[config.mk]
export PLATFORM = sky130hd
export DESIGN_NAME = token_node_host_pointer_config
export DESIGN_NICKNAME = d
export VERILOG_FILES = /design/src/token_node_pkg.sv /design/src/token_node_host_pointer_config.sv
export VERILOG_INCLUDE_DIRS = /design/src /design/src/src
export SDC_FILE = /design/constraint.sdc
export NUM_CORES = 1
export LEC_CHECK = 0
export BUFFER_PORTS_ARGS = -buffer_cell sky130_fd_sc_hd__buf_4
export CORE_ASPECT_RATIO = 1.25
export CORE_MARGIN = 3
export CORE_UTILIZATION = 40
export CTS_BUF_LIST = sky130_fd_sc_hd__clkbuf_4 sky130_fd_sc_hd__clkbuf_8 sky130_fd_sc_hd__clkbuf_16
export DETAILED_ROUTE_END_ITERATION = 10
export PLACE_DENSITY = 0.71
export SYNTH_ARGS = -nofsm -noshare
export SYNTH_HDL_FRONTEND = slang
export SYNTH_SLANG_ARGS = --single-unit
[constraint.sdc]
create_clock -name core_clk_i -period 1.9 [get_ports core_clk_i]
set_input_delay 0.19 -clock core_clk_i [delete_from_list [all_inputs] [get_ports core_clk_i]]
set_output_delay 0.19 -clock core_clk_i [all_outputs]
set_load 0.005 [all_outputs]
[src/token_node_map.svh]
`ifndef TOKEN_NODE_MAP_SVH
`define TOKEN_NODE_MAP_SVH

// register byte offsets
`define OFS_PTR_HIGH   8'h00
`define OFS_PTR_LOW    8'h04
`define OFS_SELECT     8'h08
`define OFS_CONFIG     8'h0c
`define OFS_RECON      8'h10
`define OFS_DATA       8'h14

// pointer-high fields
`define PH_DIR         7
`define PH_STEP        6
`define PH_UPPER_HI    2
// select register
`define SEL_HI         2
// configuration fields
`define CF_SOFT_RST    7
`define CF_CHAIN       6
`define CF_TX_EN       5
`define CF_TO_HI       4
`define CF_TO_LO       3
`define CF_BACKPLANE   2
`define CF_SEL_MID     1
`define CF_SEL_LO      0
// reconfiguration-timer field
`define RC_HI          1

// timing: clock rate and timeout figures per code
`define CLK_KHZ        10000
`define RESP_T0_TENTH_US 5966
`define RESP_T1_TENTH_US 2984
`define RESP_T2_TENTH_US 1492
`define RESP_T3_TENTH_US 374
`define IDLE_T0_US     656
`define IDLE_T1_US     328
`define IDLE_T2_US     164
`define IDLE_T3_US     41
`define RECON_T0_MS    840
`define RECON_T1_MS    840
`define RECON_T2_MS    840
`define RECON_T3_MS    420
`endif

[src/token_node_pkg.sv]
package token_node_pkg;

    typedef struct packed {
        logic        dir;
        logic        step;
        logic [10:0] addr;
        logic [2:0]  sel;
        logic        soft_rst;
        logic        chain;
        logic        tx_en;
        logic [1:0]  to_sel;
        logic        backplane;
        logic [1:0]  recon;
        logic [31:0] rdata;
        logic        ram_rd;
        logic        ram_wr;
        logic [7:0]  ram_wdata;
        logic        drv_tx;
        logic        drv_a;
        logic        drv_b;
        logic [27:0] resp_cyc;
        logic [27:0] idle_cyc;
        logic [27:0] recon_cyc;
    } node_state_type;

    typedef struct packed {
        logic tx;
        logic a;
        logic b;
    } line_drive_type;

endpackage

[src/token_node_host_pointer_config.sv]
// The implementer's own choices: the placing of the registers and register access over APB.
`timescale 1ns/10ps
`include "token_node_map.svh"
module token_node_host_pointer_config
    import token_node_pkg::*;
#(
    parameter int              ADDR_W    = 8,
    parameter logic [3:0][27:0] RESP_CYC = {
        28'(`RESP_T3_TENTH_US * `CLK_KHZ / 10000),
        28'(`RESP_T2_TENTH_US * `CLK_KHZ / 10000),
        28'(`RESP_T1_TENTH_US * `CLK_KHZ / 10000),
        28'(`RESP_T0_TENTH_US * `CLK_KHZ / 10000)},
    parameter logic [3:0][27:0] IDLE_CYC = {
        28'(`IDLE_T3_US * `CLK_KHZ / 1000),
        28'(`IDLE_T2_US * `CLK_KHZ / 1000),
        28'(`IDLE_T1_US * `CLK_KHZ / 1000),
        28'(`IDLE_T0_US * `CLK_KHZ / 1000)},
    parameter logic [3:0][27:0] RECON_CYC = {
        28'(`RECON_T3_MS * `CLK_KHZ),
        28'(`RECON_T2_MS * `CLK_KHZ),
        28'(`RECON_T1_MS * `CLK_KHZ),
        28'(`RECON_T0_MS * `CLK_KHZ)}
) (
    // clock and reset
    input  wire logic              core_clk_i,
    input  wire logic              rst_b_i,
    // apb slave
    input  wire logic              psel_i,
    input  wire logic              penable_i,
    input  wire logic              pwrite_i,
    input  wire logic [ADDR_W-1:0] paddr_i,
    input  wire logic [31:0]       pwdata_i,
    output logic [31:0]            prdata_o,
    output logic                   pready_o,
    output logic                   pslverr_o,
    // buffer ram port
    output logic [10:0]            ram_addr_o,
    output logic                   ram_rd_o,
    output logic                   ram_wr_o,
    output logic [7:0]             ram_wdata_o,
    input  wire logic [7:0]        ram_rdata_i,
    // line requests from the packet engine
    input  line_drive_type         drive_req_i,
    // line drivers, active high
    output logic                   transmit_drive_on_o,
    output logic                   line_drive_a_o,
    output logic                   line_drive_b_o,
    // controls to the rest of the node
    output logic [2:0]             indirect_sel_o,
    output logic                   soft_reset_o,
    output logic                   chain_enable_o,
    output logic                   backplane_o,
    output logic [1:0]             timeout_sel_o,
    output logic [1:0]             reconfig_timer_o,
    output logic [27:0]            response_timeout_cyc_o,
    output logic [27:0]            idle_timeout_cyc_o,
    output logic [27:0]            reconfig_timeout_cyc_o
);

    node_state_type state;
    node_state_type next_state;

    logic              setup;
    logic              access;
    logic [ADDR_W-1:0] ofs;
    logic              hit;
    logic              data_hit;
    logic              dir_bad;
    logic [31:0]       rd_mux;

    assign setup  = psel_i & ~penable_i;
    assign access = psel_i & penable_i;
    assign ofs    = paddr_i;

    assign data_hit = ofs == ADDR_W'(`OFS_DATA);
    // a data access against the prepared direction is refused
    assign dir_bad  = data_hit & (pwrite_i == state.dir);

    always_comb begin
        hit    = 1'b1;
        rd_mux = 32'h0000_0000;
        unique case (ofs)
            ADDR_W'(`OFS_PTR_HIGH): begin
                rd_mux[`PH_DIR]              = state.dir;
                rd_mux[`PH_STEP]             = state.step;
                rd_mux[`PH_UPPER_HI:0]       = state.addr[10:8];
            end
            ADDR_W'(`OFS_PTR_LOW): begin
                rd_mux[7:0] = state.addr[7:0];
            end
            ADDR_W'(`OFS_SELECT): begin
                rd_mux[`SEL_HI:0] = state.sel;
            end
            ADDR_W'(`OFS_CONFIG): begin
                rd_mux[`CF_SOFT_RST]  = state.soft_rst;
                rd_mux[`CF_CHAIN]     = state.chain;
                rd_mux[`CF_TX_EN]     = state.tx_en;
                rd_mux[`CF_TO_HI]     = state.to_sel[1];
                rd_mux[`CF_TO_LO]     = state.to_sel[0];
                rd_mux[`CF_BACKPLANE] = state.backplane;
                rd_mux[`CF_SEL_MID]   = state.sel[1];
                rd_mux[`CF_SEL_LO]    = state.sel[0];
            end
            ADDR_W'(`OFS_RECON): begin
                rd_mux[`RC_HI:0] = state.recon;
            end
            ADDR_W'(`OFS_DATA): begin
                rd_mux[7:0] = ram_rdata_i;
            end
            default: begin
                hit = 1'b0;
            end
        endcase
    end

    // zero wait states: every access phase completes at once
    assign pready_o  = 1'b1;
    assign pslverr_o = access & (~hit | dir_bad);

    always_comb begin
        next_state        = state;
        next_state.ram_rd = 1'b0;
        next_state.ram_wr = 1'b0;

        // read data is caught in setup so that prdata is a flop
        if (setup) begin
            next_state.rdata = rd_mux;
        end

        if (access & pwrite_i & hit & ~dir_bad) begin
            unique case (ofs)
                ADDR_W'(`OFS_PTR_HIGH): begin
                    next_state.dir        = pwdata_i[`PH_DIR];
                    next_state.step       = pwdata_i[`PH_STEP];
                    next_state.addr[10:8] = pwdata_i[`PH_UPPER_HI:0];
                end
                ADDR_W'(`OFS_PTR_LOW): begin
                    next_state.addr[7:0] = pwdata_i[7:0];
                end
                ADDR_W'(`OFS_SELECT): begin
                    next_state.sel = pwdata_i[`SEL_HI:0];
                end
                ADDR_W'(`OFS_CONFIG): begin
                    next_state.soft_rst  = pwdata_i[`CF_SOFT_RST];
                    next_state.chain     = pwdata_i[`CF_CHAIN];
                    next_state.tx_en     = pwdata_i[`CF_TX_EN];
                    next_state.to_sel    = {pwdata_i[`CF_TO_HI],
                                            pwdata_i[`CF_TO_LO]};
                    next_state.backplane = pwdata_i[`CF_BACKPLANE];
                    // selector bit 2 lives only in the select register
                    next_state.sel[1:0]  = {pwdata_i[`CF_SEL_MID],
                                            pwdata_i[`CF_SEL_LO]};
                end
                ADDR_W'(`OFS_RECON): begin
                    next_state.recon = pwdata_i[`RC_HI:0];
                end
                default: begin
                    next_state.ram_wr    = 1'b1;
                    next_state.ram_wdata = pwdata_i[7:0];
                end
            endcase
        end

        if (access & ~pwrite_i & data_hit & ~dir_bad) begin
            next_state.ram_rd = 1'b1;
        end

        // pointer advances as one 11-bit value, wrapping at the top
        if (access & data_hit & ~dir_bad & state.step) begin
            next_state.addr = state.addr + 11'h001;
        end

        // line drivers pass engine requests only while enabled; drive b also passes while backplane is set
        next_state.drv_tx = state.tx_en & drive_req_i.tx;
        next_state.drv_a  = state.tx_en & drive_req_i.a;
        next_state.drv_b  = (state.tx_en | state.backplane)
                            & drive_req_i.b;

        // timeouts follow the select code; reconfig also by timer field
        next_state.resp_cyc  = RESP_CYC[state.to_sel];
        next_state.idle_cyc  = IDLE_CYC[state.to_sel];
        next_state.recon_cyc = RECON_CYC[state.to_sel]
                               << state.recon;
    end

    // asynchronous reset only; no soft reset reaches this state
    always_ff @(posedge core_clk_i or negedge rst_b_i) begin
        if (!rst_b_i) begin
            state <= '0;
        end else begin
            state <= next_state;
        end
    end

    // ram address is the live pointer; strobes follow the access
    assign ram_addr_o             = state.addr;
    assign ram_rd_o               = state.ram_rd;
    assign ram_wr_o               = state.ram_wr;
    assign ram_wdata_o            = state.ram_wdata;
    assign prdata_o               = state.rdata;
    assign transmit_drive_on_o    = state.drv_tx;
    assign line_drive_a_o         = state.drv_a;
    assign line_drive_b_o         = state.drv_b;
    assign indirect_sel_o         = state.sel;
    assign soft_reset_o           = state.soft_rst;
    assign chain_enable_o         = state.chain;
    assign backplane_o            = state.backplane;
    assign timeout_sel_o          = state.to_sel;
    assign reconfig_timer_o       = state.recon;
    assign response_timeout_cyc_o = state.resp_cyc;
    assign idle_timeout_cyc_o     = state.idle_cyc;
    assign reconfig_timeout_cyc_o = state.recon_cyc;

endmodule

==> impl_metrics.toml, run 1 <==
[run_status]
status = "finished, violations left"
violations = "hold timing"

[timing]
tns_ns = 0
period_minus_slack_ns = 1.76
slew_headroom_pct = 41.5
post-route-period-util_pct = 92.5
finalSetupViolCount = 0
finalHoldViolCount = 31
tightestPinTransition_ns = 0.878
skew_ns = 0.00571
fmax_mhz = 569
hold_slack_ns = -0.0308
report.final.slew_viol_count = 0

[pwr]
seqPwrFrac_pct = 40.3
power.density_nw_per_um2 = 758
ir_drop_uv = 462
switching_share_pct = 22.3
net-switching-power_uw = 838
finalPower_uw = 3770
leakage_uw = 0.00260
clockPowerShare_pct = 51.4
combPwrFrac_pct = 8.3
intPower_uw = 2930

[floorplan]
ios = 208
die-area_um2 = 12000
num_rows = 41
die_w_um = 98.5
die_y_um = 122
start_util_pct = 41.7
placeableCoreArea_um2 = 10300

[clocking]
htree_levels = 3
cts_tree = "built"
clk_latency_ns = 0.33
clk_pin_slew_ns = 0.06
root_buffer = "clkbuf_16"
cts_buffer_depth = 2
cts.sinks = 69
hold_buffers = 0
cts_buffers = 9

[grt]
grtUsageTotal_pct = 15.5
antenna_found_initial = 0
grt_pass1_wl_um = 14600
grt_pass1_vias = 2864
grt_overflow = 0
grt_max_degree = 70

[cells_and_area]
regArea_um2 = 1730
n_antenna_cell = 0
area_delta_synth_final_pct = 16.2
fillCellCount = 963
fin_cells = 631
final_layout_size_suffix_gt1_share_pct = 37.5
utilization_pct = 48.4
final_nets = 564
multiInputGateArea_um2 = 1640

[synth]
syn_area_per_cell_um2 = 9.92
synth-async-reset-ratio_pct = 100
yosysWarnings = 0
synth_edf_count = 0
yosys_most_used_dff = "dfrtp_1"
synth-seq-cells = 69
ys_seq_area_share_pct = 40.4
synthDistinctLibCells = 50
syn_area_um2 = 4280
synth_cells = 431

[route]
drt-initial-drc-count = 126
drtPass1Iterations = 4
antenna_left = 0
route.detailed.drc = 0
routed_wl_um = 9330
via_count = 2873
viasPerCell = 4.55
post_drt_wl_per_cell_um = 14.8

[worst_setup_path]
cp_max_fo = 6
cp_slowest_cell = "dfrtp_1"
critPathKind = "flip-flop to flip-flop"
end_kind = "flip-flop"
critPathMaxStageDelay_ns = 0.44
worstPathArrival_ns = 2.00
crit_required_ns = 2.15
crit_path_start_kind = "flip-flop"
worstPathCellList = "xor2_1 > nor4b_4 > and3_1 > a211oi_1 > a211oi_2"

[placement]
place_hpwl_um = 7330
port_buffers = 113
routabilityCongestion = 0.787
placed_cells = 613

[worst_hold_path]
hold_path_class = "input pin to async pin"

[flow_run]
drv_cap = 0
## cells in the mapped netlist (all sizes together) (3+ instances only)
library cell  count  share of area [%]
a211oi            7                1.5
a21oi             8               0.94
a22oi             3               0.53
and2              4               0.59
and3              6               0.88
buf             149                 26
clkbuf            5               0.44
dfrtp            69                 40
ha               11                3.2
inv              12                1.1
mux2             18                4.7
mux2i            10                2.3
nand2            26                2.3
nand3             7               0.82
nand4             3               0.44
nor2             29                2.5
nor3              6               0.94
nor4              3               0.44
nor4b             3               0.97
o21ai            18                2.1
or2               3               0.44
## cell usage in the layout, fill, tap and decap left out, types with 4 or more instances in the layout
cell type  synthesis  layout
nor2_1            29      29
inv_1             12      12
clkbuf_16          0       9
buf_4            143     140
mux2i_1           10      10
nand2_1           26      26
and3_1             6       6
o21ai_0           18      18
nand3_1            7       7
conb_1             2      71
dfrtp_1           69      69
mux2_2            18      18
a21oi_1            8       8
ha_1              11      11
a211oi_1           5       5
nor3_1             4       4
## power groups by stage
stage	registers [µW]	clock network (µW)	logic, µW
after floorplan	1540	0	274
after global placement	1540	0	303
after detailed placement	1550	0	311
after CTS	1520	1980	311
after global routing	1520	2040	347
final	1520	1940	311
## cell families after synthesis
family | Yosys count | share of synthesized area (%)
AO/OA/AOI/OAI | 50 | 7.87
AND/OR/NAND/NOR | 101 | 12.6
XOR/XNOR | 2 | 0.410
buffers and inverters | 166 | 27.5
other | 2 | 0.176
multiplexers | 29 | 7.61
adder cells (fa/ha/maj) | 12 | 3.45
flip-flops | 69 | 40.4
## worst max-delay path: cells and delay by family, from the launching register on
family          cells  cell delay (ns)
compound gates      2             0.32
xor+xnor            1             0.22
flops               1             0.44
simple gates        2             0.69
## registers in the layout, indices dropped and copies added, names as in the netlist, 2 cells and up
register and cells:
reconfig_timer_o 2, ram_addr_o 11, state 3, idle_timeout_cyc_o 9, prdata_o 8, indirect_sel_o 3
response_timeout_cyc_o 4, reconfig_timeout_cyc_o 11, timeout_sel_o 2, ram_wdata_o 8
## routing by layer
metal | global-route usage [%] | wire [µm] | share of wire (%) | vias up
met3 | 3.95 | 550 | 5.9 | 20
met4 | 7.34 | 260 | 2.8 | 0
li1 | - | - | - | 1366
met2 | 28.1 | 5130 | 55 | 117
met1 | 16.7 | 3400 | 36 | 1370
met5 | 0 | 0 | 0 | -
## metrics by stage
stage               setup slack [ns]  area, µm²
finish                         0.143       4970
global route                -0.00971       4970
CTS                           0.0865       4950
detailed placement            -0.156       4600
global placement              -0.125       4600
floorplan                     0.0560       4530
## final cells by class
class	instances	share of cell area (%)
flip-flops and latches	69	34.7
multi-input cells	265	33.0
repair buffers	140	21.1
clock buffers	9	4.53
well taps	129	3.25
clock inverters	7	2.47
inverters	12	0.906
## worst paths after layout
kind | start | end | slack, ns | cells past startpoint
min reg2reg | prdata_o[3] | prdata_o[3] | 0.49 | 2
min | rst_b_i | ram_wdata_o[7] | -0.03 | 1
max reg2reg | state[152] | ram_addr_o[5] | 0.14 | 5
min in group core_clk_i | pwrite_i | ram_rd_o | 0.05 | 2
max in group asynchronous | rst_b_i | state[152] | 1.34 | 1
max | state[152] | ram_addr_o[5] | 0.14 | 5
## what timing repair did
| item | 4_1_cts | 5_1_grt |
|---|---|---|
| gates resized for setup | 0 | 2 |
| buffers inserted | 0 | 2 |
| endpoints found under the setup margin | 0 | 5 |
Power figures use the tool's default switching activity.
==> run 2: changes to the inputs <==
--- a/config.mk
+++ b/config.mk
@@ -13,6 +13,7 @@
 export CTS_BUF_LIST = sky130_fd_sc_hd__clkbuf_4 sky130_fd_sc_hd__clkbuf_8 sky130_fd_sc_hd__clkbuf_16
 export DETAILED_ROUTE_END_ITERATION = 10
 export PLACE_DENSITY = 0.71
+export RECOVER_POWER = 50
 export SYNTH_ARGS = -nofsm -noshare
 export SYNTH_HDL_FRONTEND = slang
 export SYNTH_SLANG_ARGS = --single-unit
==> impl_metrics.toml, run 2 (synthesized netlist as in run 1, its figures left out) <==
[clocking]
cts.sinks = 69
cts_tree = "built"
clk_pin_slew_ns = 0.06
hold_buffers = 0
cts_buffer_depth = 2
cts_buffers = 9
htree_levels = 3
root_buffer = "clkbuf_16"
clk_latency_ns = 0.33

[route]
top_layer_used = "met4"
via_count = 2877
drtPass1Iterations = 4
drt-initial-drc-count = 115
met1_length_um = 3400
viasPerCell = 4.56
route.detailed.drc = 0
routed_wl_um = 9310
antenna_left = 0
dr_wl_met3_um = 541
post_drt_wl_per_cell_um = 14.8
wl_met2_um = 5110

[timing]
finalSetupViolCount = 0
slew_headroom_pct = -14.4
report.final.slew_viol_count = 70
finalHoldViolCount = 0
tightestPinTransition_ns = 1.72
fmax_mhz = 569
period_minus_slack_ns = 1.76
post-route-period-util_pct = 92.4
skew_ns = 0.00566

[worst_hold_path]
whs_path_depth = 2
hold_path_class = "input pin to flip-flop"
min-delay-start = "pwrite_i"
min_to = "ram_rd_o"

[worst_setup_path]
critPathKind = "flip-flop to flip-flop"
critPathMaxStageDelay_ns = 0.44
cp_slowest_cell = "dfrtp_1"
regToRegStartpoint = "state[152]"
cp_num_buf_inv = 0
worstPathArrival_ns = 2.00
crit_family = "simple AND/OR/NAND/NOR gates"
regToRegEndpoint = "ram_addr_o[5]"
crit_path_start_kind = "flip-flop"
cp_max_fo = 6
crit_required_ns = 2.15
r2r_setup_slack_ns = 0.14
reg2regPathDepth = 5
end_kind = "flip-flop"
worstPathCellList = "xor2_1 > nor4b_4 > and3_1 > a211oi_1 > a211oi_2"

[floorplan]
die-area_um2 = 12000
die_y_um = 122
ios = 208
placeableCoreArea_um2 = 10300
start_util_pct = 41.7
die_w_um = 98.5
num_rows = 41

[pwr]
clockPowerShare_pct = 51.5
seqPwrFrac_pct = 40.4
net-switching-power_uw = 837
ir_drop_uv = 462
leakage_uw = 0.00259
combPwrFrac_pct = 8.2
intPower_uw = 2920
switching_share_pct = 22.3
finalPower_uw = 3760
power.density_nw_per_um2 = 758

[cells_and_area]
mostFrequentLayoutCells = "109 x buf_4, 71 x conb_1, 69 x dfrtp_1, 29 x nor2_1, 28 x clkbuf_4"
layout_commonest_cell = "buf_4"
final_nets = 564
fillCellCount = 966
final_layout_size_suffix_gt1_share_pct = 37.1
utilization_pct = 48.3
n_antenna_cell = 0
area_delta_synth_final_pct = 16.0

[placement]
port_buffers = 113
routabilityCongestion = 0.787
place_hpwl_um = 7330

[grt]
grt_pass1_vias = 2864
grt_pass1_wl_um = 14600
antenna_found_initial = 0
grtUsageTotal_pct = 15.5
grt_max_degree = 70
grt_overflow = 0

[run_status]
status = "finished, violations left"
violations = "capacitance limit, slew limit"

[flow_run]
drv_cap = 1
==> run 2: changes by cell type in the layout (fill, tap and decap cells not counted) <==
| cell | before | now |
|---|---|---|
| buf_4 | 140 | 109 |
| clkbuf_4 | 0 | 28 |
| clkbuf_2 | 0 | 1 |
| clkbuf_1 | 0 | 2 |
==> run 2: cell type report <==
| class | instances | area [µm²] | share of cell area, % |
|---|---|---|---|
| well taps | 129 | 161 | 3.25 |
| flip-flops and latches | 69 | 1730 | 34.8 |
| clock inverters | 7 | 123 | 2.47 |
| clock buffers | 9 | 225 | 4.54 |
| multi-input cells | 265 | 1640 | 33.0 |
| repair buffers | 140 | 1040 | 21.0 |
| inverters | 12 | 45.0 | 0.908 |
==> run 2: repair_timing <==
item	in CTS	in global routing
hold endpoints to repair	0	0
resized for setup	0	2
endpoints found under the setup margin	0	5
buffers inserted	0	2
==> run 2: power groups by stage <==
stage | Sequential [µW] | Clock (µW) | Combinational [µW]
final | 1520 | 1940 | 308
after global routing | 1520 | 2040 | 344
after CTS | 1520 | 1980 | 311
after detailed placement | 1550 | 0 | 311
after global placement | 1540 | 0 | 303
after floorplan | 1540 | 0 | 274
==> run 2: layer usage <==
layer | track usage (%) | vias to the layer above
li1 | - | 1366
met1 | 16.7 | 1374
met2 | 28.1 | 117
met3 | 3.95 | 20
met4 | 7.34 | 0
met5 | 0 | -
==> run 2: worst max-delay path by stage <==
stage / start / cells past startpoint / endpoint / slack, ns
floorplan: paddr_i[4] / 7 / ram_addr_o[8] / 0.06
global placement: paddr_i[3] / 6 / ram_addr_o[8] / -0.13
detailed placement: paddr_i[3] / 6 / ram_addr_o[8] / -0.16
CTS: paddr_i[3] / 8 / pslverr_o / 0.09
global route: state[152] / 5 / ram_addr_o[3] / -0.01
finish: state[152] / 5 / ram_addr_o[5] / 0.14
==> run 2: stage by stage <==
| stage | std cells | hold WS (ns) | TNS, ns | worst slack, ns | cell area [µm²] |
|---|---|---|---|---|---|
| finish | 631 | 0.0484 | 0 | 0.144 | 4960 |
| detailed placement | 613 | 0.367 | -1.18 | -0.156 | 4600 |
| global placement | 613 | 0.349 | -1.11 | -0.125 | 4600 |
| floorplan | 500 | -0.106 | 0 | 0.0560 | 4530 |
| global route | 631 | 0.0399 | -0.00971 | -0.00971 | 4960 |
| CTS | 629 | 0.00718 | 0 | 0.0865 | 4950 |
